--- src/verilog/sao_pkg.sv ---
// Constants for the serial audio output port
package sao_pkg;
    localparam logic [15:0] SAO_CTRL_ADDR = 16'h081e;
    localparam logic [15:0] SAO_CTRL_RESET = 16'h0000;
    localparam logic [15:0] SAO_CTRL_MASK = 16'h3fff;
    localparam int SAO_LRP_BIT = 13;
    localparam int SAO_EDGE_BIT = 12;
    localparam int SAO_MS_BIT = 11;
    localparam int SAO_BDIV_LSB = 9;
    localparam int SAO_LDIV_LSB = 7;
    localparam int SAO_FST_BIT = 6;
    localparam int SAO_TDM_BIT = 5;
    localparam int SAO_MSB_LSB = 2;
    localparam int SAO_WL_LSB = 0;
    localparam int SAO_WORD_BITS = 24;
    localparam int SAO_CHANNELS = 8;
    localparam int SAO_PINS = 4;
    localparam int SAO_SLOT_BITS = 32;
    localparam int SAO_SLOT_LOG = 5;
    localparam int SAO_CNT_BITS = 10;
    localparam int SAO_BITCNT_BITS = 9;
    localparam int SAO_FIFO_DEPTH = 8;
    localparam logic [9:0] SAO_LR_MASK_1024 = 10'h3ff;
    localparam logic [9:0] SAO_LR_MASK_512 = 10'h1ff;
    localparam logic [9:0] SAO_LR_MASK_256 = 10'h0ff;
    localparam int SAO_WL_24 = 24;
    localparam int SAO_WL_20 = 20;
    localparam int SAO_WL_16 = 16;
    localparam int SAO_DLY_A = 1;
    localparam int SAO_DLY_B = 0;
    localparam int SAO_DLY_C = 8;
    localparam int SAO_DLY_D = 12;
    localparam int SAO_DLY_E = 16;
endpackage

--- src/verilog/sao_out_port.sv ---
// Serial audio output port: control register, clock master/slave, framing and a frame FIFO

module sao_fifo #(
    parameter int WIDTH = 8,
    parameter int DEPTH = 8
) (
    // Clock and reset
    input wire logic core_clk,
    input wire logic srst,
    // Fill side
    input wire logic in_valid,
    output logic in_ready,
    input wire logic [WIDTH-1:0] in_data,
    // Drain side
    output logic out_valid,
    input wire logic out_ready,
    output logic [WIDTH-1:0] out_data
);
    localparam int AW = $clog2(DEPTH);
    typedef struct packed {
        logic [AW-1:0] wp;
        logic [AW-1:0] rp;
        logic [AW:0] cnt;
        logic rdy;
    } sao_fifo_s;
    sao_fifo_s st_reg, st_next;
    logic [WIDTH-1:0] mem [DEPTH];
    logic push, pop;

    assign in_ready = st_reg.rdy;
    assign out_valid = st_reg.cnt != '0;
    assign out_data = mem[st_reg.rp];
    assign push = in_valid && st_reg.rdy;
    assign pop = out_ready && out_valid;

    always_comb begin
        st_next = st_reg;
        if (push) begin
            st_next.wp = (st_reg.wp == AW'(DEPTH - 1)) ? '0 : st_reg.wp + 1'b1;
        end
        if (pop) begin
            st_next.rp = (st_reg.rp == AW'(DEPTH - 1)) ? '0 : st_reg.rp + 1'b1;
        end
        st_next.cnt = st_reg.cnt + (AW+1)'(push) - (AW+1)'(pop);
        st_next.rdy = st_next.cnt != (AW+1)'(DEPTH);
    end

    always_ff @(posedge core_clk) begin
        if (srst) begin
            st_reg <= '{wp: '0, rp: '0, cnt: '0, rdy: 1'b1};
        end else begin
            st_reg <= st_next;
        end
        if (push) begin
            mem[st_reg.wp] <= in_data;
        end
    end
endmodule

module sao_out_port
    import sao_pkg::*;
#(
    parameter int FIFO_DEPTH = SAO_FIFO_DEPTH
) (
    // Clock and reset
    input wire logic core_clk,
    input wire logic srst,
    // Control register port
    input wire logic [15:0] reg_addr,
    input wire logic reg_wr_en,
    input wire logic [15:0] reg_wr_data,
    output logic [15:0] reg_rd_data,
    // Audio frames from the processing core, channel 0 in the low word
    input wire logic frame_valid,
    output logic frame_ready,
    input wire logic [SAO_CHANNELS*SAO_WORD_BITS-1:0] frame_data,
    // Bit clock pin
    input wire logic bitclk_in,
    output logic bitclk_out,
    output logic bitclk_oe_n,
    // Word clock pin
    input wire logic wordclk_in,
    output logic wordclk_out,
    output logic wordclk_oe_n,
    // Serial data pins
    output logic first_serial_out_pin,
    output logic [SAO_PINS-2:0] serial_out_upper
);
    localparam int FW = SAO_CHANNELS * SAO_WORD_BITS;
    typedef struct packed {
        logic [15:0] ctrl;
        logic [15:0] rdata;
        logic [SAO_CNT_BITS-1:0] cnt;
        logic bclk_o;
        logic lr_o;
        logic oe_n;
        logic bclk_prev;
        logic lr_seen;
        logic [SAO_BITCNT_BITS-1:0] bitcnt;
        logic [FW-1:0] frame;
        logic [SAO_PINS-1:0] sd;
    } sao_state_s;
    sao_state_s st_reg, st_next;
    logic fifo_valid, fifo_pop;
    logic [FW-1:0] fifo_data;

    sao_fifo #(.WIDTH(FW), .DEPTH(FIFO_DEPTH)) u_fifo (
        .core_clk(core_clk),
        .srst(srst),
        .in_valid(frame_valid),
        .in_ready(frame_ready),
        .in_data(frame_data),
        .out_valid(fifo_valid),
        .out_ready(fifo_pop),
        .out_data(fifo_data)
    );

    always_comb begin
        int kb, lrb, dly, wl, ch, p, idx;
        logic [SAO_CNT_BITS-1:0] cnt_n, lmask, fbit;
        logic master, lrp, edge_sel, frame_sync_type, tdm, bclk_lvl, lr_lvl, chg, lr_edge, start, half;
        logic [SAO_BITCNT_BITS-1:0] bc;
        kb = 0;
        lrb = 0;
        dly = 0;
        wl = 0;
        ch = 0;
        p = 0;
        idx = 0;
        bc = '0;
        lr_edge = 1'b0;
        start = 1'b0;
        half = 1'b0;
        lmask = SAO_LR_MASK_1024;
        st_next = st_reg;
        fifo_pop = 1'b0;
        if (reg_wr_en && reg_addr == SAO_CTRL_ADDR) begin
            st_next.ctrl = reg_wr_data & SAO_CTRL_MASK;
        end
        st_next.rdata = (reg_addr == SAO_CTRL_ADDR) ? st_reg.ctrl : '0;
        master = st_reg.ctrl[SAO_MS_BIT];
        lrp = st_reg.ctrl[SAO_LRP_BIT];
        edge_sel = st_reg.ctrl[SAO_EDGE_BIT];
        frame_sync_type = st_reg.ctrl[SAO_FST_BIT];
        tdm = st_reg.ctrl[SAO_TDM_BIT];
        st_next.oe_n = ~master;
        case (st_reg.ctrl[SAO_BDIV_LSB +: 2])
            2'b00: kb = 3;
            2'b01: kb = 2;
            2'b10: kb = 1;
            default: kb = 0;
        endcase
        case (st_reg.ctrl[SAO_LDIV_LSB +: 2])
            2'b01: begin lmask = SAO_LR_MASK_512; lrb = 8; end
            2'b10: begin lmask = SAO_LR_MASK_256; lrb = 7; end
            default: begin lmask = SAO_LR_MASK_1024; lrb = 9; end
        endcase
        // Reserved codes fall back to the slowest legal setting
        cnt_n = (st_reg.cnt + 1'b1) & lmask;
        st_next.cnt = cnt_n;
        st_next.bclk_o = cnt_n[kb];
        fbit = cnt_n >> (kb + 1);
        st_next.lr_o = frame_sync_type ? (fbit == '0) : (cnt_n[lrb] ^ lrp);
        bclk_lvl = master ? st_reg.bclk_o : bitclk_in;
        lr_lvl = master ? st_reg.lr_o : wordclk_in;
        st_next.bclk_prev = bclk_lvl;
        chg = edge_sel ? (bclk_lvl & ~st_reg.bclk_prev) : (~bclk_lvl & st_reg.bclk_prev);
        if (chg) begin
            lr_edge = lr_lvl != st_reg.lr_seen;
            start = lr_edge && (lr_lvl == (frame_sync_type ? 1'b1 : lrp));
            st_next.lr_seen = lr_lvl;
            // Saturating count keeps a stalled slave clock from wrapping into valid slots
            if ((frame_sync_type || tdm) ? start : lr_edge) begin
                bc = '0;
            end else if (&st_reg.bitcnt) begin
                bc = st_reg.bitcnt;
            end else begin
                bc = st_reg.bitcnt + 1'b1;
            end
            st_next.bitcnt = bc;
            if (start) begin
                // Underrun sends a silent frame rather than stale samples
                st_next.frame = fifo_valid ? fifo_data : '0;
                fifo_pop = fifo_valid;
            end
            case (st_reg.ctrl[SAO_MSB_LSB +: 3])
                3'b001: dly = SAO_DLY_B;
                3'b010: dly = SAO_DLY_C;
                3'b011: dly = SAO_DLY_D;
                3'b100: dly = SAO_DLY_E;
                default: dly = SAO_DLY_A;
            endcase
            case (st_reg.ctrl[SAO_WL_LSB +: 2])
                2'b01: wl = SAO_WL_20;
                2'b10: wl = SAO_WL_16;
                default: wl = SAO_WL_24;
            endcase
            half = lr_lvl ^ lrp;
            for (int j = 0; j < SAO_PINS; j++) begin
                ch = -1;
                p = 0;
                if (tdm) begin
                    if (j == 0) begin
                        ch = int'(bc >> SAO_SLOT_LOG);
                        p = int'(bc) % SAO_SLOT_BITS;
                    end
                end else if (!frame_sync_type) begin
                    ch = 2 * j + int'(half);
                    p = int'(bc);
                end else if (int'(bc >> SAO_SLOT_LOG) < 2) begin
                    ch = 2 * j + int'(bc >> SAO_SLOT_LOG);
                    p = int'(bc) % SAO_SLOT_BITS;
                end
                idx = p - dly;
                if (ch >= 0 && ch < SAO_CHANNELS && idx >= 0 && idx < wl) begin
                    st_next.sd[j] = st_next.frame[ch * SAO_WORD_BITS + SAO_WORD_BITS - 1 - idx];
                end else begin
                    st_next.sd[j] = 1'b0;
                end
            end
        end
    end

    always_ff @(posedge core_clk) begin
        if (srst) begin
            st_reg <= '0;
            st_reg.ctrl <= SAO_CTRL_RESET;
            st_reg.oe_n <= 1'b1;
        end else begin
            st_reg <= st_next;
        end
    end

    assign reg_rd_data = st_reg.rdata;
    assign bitclk_out = st_reg.bclk_o;
    assign wordclk_out = st_reg.lr_o;
    assign bitclk_oe_n = st_reg.oe_n;
    assign wordclk_oe_n = st_reg.oe_n;
    assign first_serial_out_pin = st_reg.sd[0];
    assign serial_out_upper = st_reg.sd[SAO_PINS-1:1];
endmodule

--- config.mk ---
export PLATFORM = sky130hd
export DESIGN_NAME = sao_out_port
export DESIGN_NICKNAME = d
export VERILOG_FILES = /design/src/verilog/sao_pkg.sv /design/src/verilog/sao_out_port.sv
export SDC_FILE = /design/constraint.sdc
export NUM_CORES = 2
export LEC_CHECK = 0
export ABC_AREA = 0
export BUFFER_PORTS_ARGS = -buffer_cell sky130_fd_sc_hd__buf_2
export CORE_UTILIZATION = 40
export CTS_BUF_LIST = sky130_fd_sc_hd__clkbuf_8
export DETAILED_ROUTE_END_ITERATION = 12
export SLEW_MARGIN = 15
export SYNTH_ARGS = -nofsm -noshare
export SYNTH_HDL_FRONTEND = slang
export SYNTH_SLANG_ARGS = --single-unit
--- constraint.sdc ---
create_clock -name core_clk -period 69.8 [get_ports core_clk]
set_input_delay 17.45 -clock core_clk [delete_from_list [all_inputs] [get_ports core_clk]]
set_output_delay 17.45 -clock core_clk [all_outputs]
set_load 0.01 [all_outputs]
======== After elaboration in Yosys (flattened, before gate mapping) ========
Memory sizes are Yosys's and may differ from the RTL's. A register that Yosys moved wholly into a read port is not among the register bits.
Index checks and enable logic that the tools add are counted.
operators by class
  muxes and demuxes ....................... 71
  shift-type cells ........................ 1
  $lt $le $gt $ge ......................... 19
  add/subtract/negate cells ............... 27
  reduce and logical (&&, ||, !) cells .... 22
  multiply operators ...................... 4
  equal/unequal tests ..................... 16
  bitwise operators ....................... 9
operators with widths
  kind                                                    count
  two-way mux 32 bit                                      23
  two-way mux 192 bit                                     3
  >= comparator 32 x 1 -> 1 bit (second input constant)   6
  subtractor 32 bit                                       6
  adder 32 x 6 -> 32 bit (second input constant)          4
  < comparator 32 x 10 -> 1 bit (second input constant)   4
  < comparator 32 x 5 -> 1 bit (second input constant)    4
  multiplier 32 x 3 -> 29 bit (second input constant)     4
  subtractor 32 x 2 -> 32 bit (second input constant)     4
  < comparator 32 bit                                     2
  < comparator 32 x 6 -> 1 bit (second input constant)    2
  adder 32 x 2 -> 32 bit (second input constant)          1
  binary-select mux 1 bit (select 8 bit)                  4
  right shift 10 x 32 -> 10 bit                           1
  two-way mux 9 bit                                       3
  two-way mux 1 bit                                       26
  one-hot mux 10 bit (2 select lines)                     1
  one-hot mux 5 bit (4 select lines)                      1
  equality test 16 x 12 -> 1 bit (second input constant)  1
  logical AND 1 bit                                       16
  one-hot mux 4 bit (2 select lines)                      2
  two-way mux 3 bit                                       4
  adder 10 x 1 -> 10 bit (second input constant)          1
  adder 3 x 4 -> 5 bit (first input constant)             2
  29 further kinds                                        44
storage, ports and cells
  logic and storage cells ................. 185
  RAM bits ................................ 1536
  bits of input ports ..................... 230
  register bits ........................... 259
  memories ................................ 1
memory list
  memory      words  bits a word  read ports  clocked after memory_dff  wr ports  RTL line            text
  u_fifo.mem  8      192          1           1                         1         sao_out_port.sv:27  logic [WIDTH-1:0] mem [DEPTH];

======== Longest topological paths before layout ========
  depth after elaboration ................. 19
  gate-level depth with buffers ........... 30
  gate-level depth less buffers ........... 30

======== Hierarchy ========
Synthesis repeated with hierarchy kept, for this count alone.
second synthesis, totals
  cell total of the unflattened synthesis .. 4756
  area total of the unflattened synthesis .. 78019.8 µm²
modules (own cells, without submodules)
  module        instances  area an instance (µm²)  seq. area each (µm²)  cells each
  sao_fifo      1          59286.9                 46404.5               2301
  sao_out_port  1          18733.0                 4964.8                2455

======== Least setup slack after synthesis ========
Ideal clock, no wire load.
  path type ............................... input to register
  start point ............................. input frame_valid
  end point ............................... memory u_fifo.mem[0][0] in the netlist's numbering, enable pin
  path slack .............................. 32.916 ns
  library setup time ...................... 1.213 ns
  required time ........................... 68.587 ns
  arrival time ............................ 35.671 ns
  buffers on the path ..................... 0
  stages .................................. 2
  cells stage by stage .................... nand2_1 > nor4_1
on the way
  cells in the longest elaborated chain, start to end .. 3
RTL lines
  what                                     RTL line            text
  from (decl)                              sao_out_port.sv:74  input wire logic frame_valid,
  logical AND 1 bit                        sao_out_port.sv:33  assign push = in_valid && st_reg.rdy;
  two-way mux 1 bit                        sao_out_port.sv:54  if (push) begin
  two-way mux 1 bit (not written as such)  sao_out_port.sv:55  mem[st_reg.wp] <= in_data;
  to (decl)                                sao_out_port.sv:27
Every way passes these cells.

======== Worst setup path in the final report ========
  start point ............................. input wordclk_in
  end point ............................... register st_reg, in the netlist serial_out_upper[1]
on the way
  cells in the longest elaborated chain, start to end .. 19
  elaborated cells between the ends (all ways) .. 37
  those cells by class .................... add/sub (6); mul (1); order compare (5); eq/ne (2); mux (18); bitwise (1); reduce/logical (4)
RTL lines
  what                                                                        RTL line                                  text
  from (decl)                                                                 sao_out_port.sv:82                        input wire logic wordclk_in,
  two-way mux 1 bit (*)                                                       sao_out_port.sv:165                       lr_lvl = master ? st_reg.lr_o : wordclk_in;
  inequality test 1 bit / equality test 1 bit (equally long branches)         sao_out_port.sv:169, sao_out_port.sv:170
  logical AND 1 bit                                                           sao_out_port.sv:170                       start = lr_edge && (lr_lvl == (frame_sync_type ? 1'b1 : lrp));
  two-way mux 1 bit                                                           sao_out_port.sv:173                       if ((frame_sync_type || tdm) ? start : lr_edge) begin
  two-way mux 9 bit                                                           sao_out_port.sv:173
  two-way mux 9 bit                                                           sao_out_port.sv:168                       if (chg) begin
  adder 3 x 4 -> 5 bit / < comparator 4 x 2 -> 1 bit (equally long branches)  sao_out_port.sv:211, sao_out_port.sv:210
  two-way mux 32 bit                                                          sao_out_port.sv:210                       end else if (int'(bc >> SAO_SLOT_LOG) < 2) begin
  [... 2 more ...]                                                            -
  two-way mux 32 bit                                                          sao_out_port.sv:168
  multiplier 32 x 3 -> 29 bit                                                 sao_out_port.sv:216                       st_next.sd[j] = st_next.frame[ch * SAO_WORD_BITS + SAO_WORD_BITS - 1 - idx];
  adder 32 x 6 -> 32 bit                                                      sao_out_port.sv:216
  subtractor 32 x 2 -> 32 bit                                                 sao_out_port.sv:216
  subtractor 32 bit                                                           sao_out_port.sv:216
  binary-select mux 1 bit (select 8 bit)                                      sao_out_port.sv:216
  two-way mux 1 bit (not written as such) (2 in a row)                        sao_out_port.sv:216
  two-way mux 1 bit (*)                                                       sao_out_port.sv:215                       if (ch >= 0 && ch < SAO_CHANNELS && idx >= 0 && idx < wl) begin
  to (signal assigned)                                                        sao_out_port.sv:230                       st_reg <= st_next;
  to (decl)                                                                   sao_out_port.sv:103                       sao_state_s st_reg, st_next;
Every way passes the cells marked *; elsewhere a longest branch is shown, timed or not. The select of a mux whose other input is x is not followed.
A chain may end at the register's enable or synchronous reset.

==> impl_results.md <==
* Sink Count at 1,798
* Synth Flop Type: edfxtp_1
* Power Dens Cells at 28.55 nW/µm²
* CTS resizes at 0
* Clk buf depth at 4
* Maxcap violations at 0
* CORE AREA at 188,600 µm²
* RR Startpoint: st_reg[247]
* Yosys reg bits at 1,798
* Chip height at 438.5 µm
* Post-Route WL at 222,200 µm
* Leakage at 0.02744 µW
* Number of synthesized flops with an enable pin at 1,536
* Maximum vdd drop at 0.02502 mV
* Async SR Flop Fraction at 0
* Final Util at 0.4535
* Logic pwr share at 0.125
* Startpoint Class: primary input
* DR vias/cell at 5.765
* Post-DP HPWL at 132,500 µm
* CTS Buf Count at 316
* Share of cells above drive strength 1 at 0.1725
* Dpl cell area at 79,780 µm²
* Overall Power at 2442 µW
* Final setup fails at 0
* Initial DRC count at 4,740
* Worst slew pin tran at 1207 ps
* Mapped Area at 76,220 µm²
* RePlAce Congestion at 0.9578
* Die X at 438.5 µm
* CTS tree: yes
* Final instance area at 85,530 µm²
* Sequential group share of total power at 0.509
* Global-route wire length before repair at 319,300 µm
* Highest Clock Rate at 42.80 MHz
* Outcome: completed
* Number of flip-flops in the largest register at 1,536
* Final period util at 0.3347
* Hold Path Class: flip-flop to flip-flop
* Final Hold Vio Count at 0
* Unrepaired setup endpoints after global routing: no
* Clock power share at 0.365
* Area growth, synth to finish at 12.22%
* Vias in the first global route at 45,910
* Gr usage total at 0.2253
* Mean Syn Cell Area at 14.77 µm²
* Ys Warns at 0
* I/O pins at 255
* CTS H-tree depth at 5
* Largest net degree at the start of global routing at 142
* Port bufs at 250
* Clock slew seen by the registers of the worst setup and hold paths at 60 ps
* Dpl cells at 7,653
* Cell count after synthesis at 5,161
* Critical path arrival at 24,250 ps
* Count leader, synth: edfxtp_1
* Clk_skew at 87.94 ps
* # rows at 159
* Total grt overflow at 0
* DRC errors left at 0
* Worst Setup SP: wordclk_in
* Clock latency on the worst-skew pair at 1050 ps
* CP Class: primary input to flip-flop
* Max Transition Viols Final at 0
* Top cell type by total area after synthesis: edfxtp_1
* Number of iterations in the first detailed-routing pass at 8
* Register area share after synthesis at 0.6739
* Top post-synthesis cells by area: edfxtp_1, mux2i_1, dfxtp_1
* Netlist cell types at 95
* Crit end category: flip-flop
* Die ar. at 192,300 µm²
* Minimum clock period at 23,360 ps
* Post-CTS Setup Inserts at 0
* Setup tns final at 0 ps
* Initial antenna violation count at 69
* Fin nets at 5,794
* Post-route ant nets at 0
* Internal power at 1795 µW
* Switching share of total power at 0.2650
* Wire per inst at 27.09 µm
* Worst min-delay path startpoint: st_reg[36]
* Max-slew headroom at 0.1845
* NetSw at 647.0 µW
* Via count at 47,290
* CTS root buffer: clkbuf_8
* Fin cells at 8,202
* Max FO, Critical Path at 19
* Initial core utilization at 0.4042
* Commonest cells post-synth: edfxtp_1, mux2i_1, nor2_1
* Yosys top cell area share at 0.6051
* CTS Hold Bufs at 0
* Required @ worst endpoint at 70,690 ps
==> final cells by class <==
class                   count  area (µm²)
fillers                 16670      103100
flip-flops and latches   1798       51380
multi-input cells        2934       22820
clock buffers             348        4790
well taps                2495        3122
repair buffers            356        2193
clock inverters           187       933.4
inverters                  70       262.8
diodes                     14       35.03
==> per-layer routing <==
layer	up-vias	track usage	wire [µm]
li1	20930	-	-
met1	23830	0.3000	92870
met2	1952	0.3543	102900
met3	514	0.05916	17950
met4	62	0.08177	8041
met5	-	0	423
==> power groups by stage <==
stage	Clock, µW	Combinational (µW)	Sequential [µW]
2_1_floorplan	0	167	1290
3_3_place_gp	0	299	1260
3_5_place_dp	0	302	1270
4_1_cts	913	303	1240
5_1_grt	957	322	1250
6_report	892	306	1240
==> path summary, 6_finish.rpt <==
| check | endpoint | slack (ps) | depth (start not counted) |
|---|---|---|---|
| setup reg to reg | serial_out_upper[1] | 62380 | 24 |
| setup / recovery | serial_out_upper[1] | 46440 | 25 |
| hold / removal | st_reg[36] | 460 | 2 |
| hold reg to reg | st_reg[36] | 460 | 2 |
==> through the flow <==
step / setup WS, ps / hold slack, ps
5_1_grt: 46260 / 470.3
3_5_place_dp: 45670 / 446.2
2_1_floorplan: 32920 / 426.9
4_1_cts: 46760 / 458.5
6_report: 46440 / 457.2
3_3_place_gp: 45590 / 437.5
==> critical path, cell delays in order <==
cell      delay (ps)
buf_2            110
mux2i_4          370
mux2i_1          210
and2_1           260
nor2_1           310
inv_1            140
ha_1             310
o21ai_0          190
nor2_1           160
nor2_1           470
nor2_1           120
ha_1             430
a21o_1           210
a41o_1           240
and2_1           190
nor2_1           180
ha_1             150
buf_4            340
inv_1            480
a221oi_1         600
o21ai_0          400
o211ai_1         340
o21ai_0          130
a211oi_1         300
a21oi_1          100
==> placed cells by master, fill, tap and decap left out, types with 14 or more instances in the layout <==
cell / instances
nor4_1: 18
inv_1: 165
a22o_1: 43
a31oi_1: 27
xor2_1: 19
dfxtp_1: 259
a21oi_1: 196
clkinv_1: 58
nand3_1: 94
nor3_1: 67
mux2_2: 78
o211ai_1: 27
nand2b_1: 15
nor2_1: 379
buf_4: 95
xnor2_1: 31
a32oi_1: 31
nand4_1: 89
a211oi_1: 61
a311oi_1: 17
and3_1: 18
mux4_2: 102
o22ai_1: 43
edfxtp_1: 1536
a221oi_1: 33
o21ai_0: 62
a22oi_1: 279
and2_1: 29
clkinv_2: 21
mux2i_1: 581
nand2_1: 249
buf_2: 249
ha_1: 79
diode_2: 14
a32o_1: 22
clkbuf_8: 349
a21o_1: 15
==> cell families after synthesis <==
logic type      count (synthesis)  share of synthesized area
compound gates                981                    0.09294
xor+xnor                       53                   0.006090
fa+ha+maj                      88                    0.01533
buf+inv                       433                    0.02925
flops                        1798                     0.6739
mux                           764                     0.1187
other cells                     2                 0.00009853
simple gates                 1042                    0.06361
(Power assumes the default switching activity.)
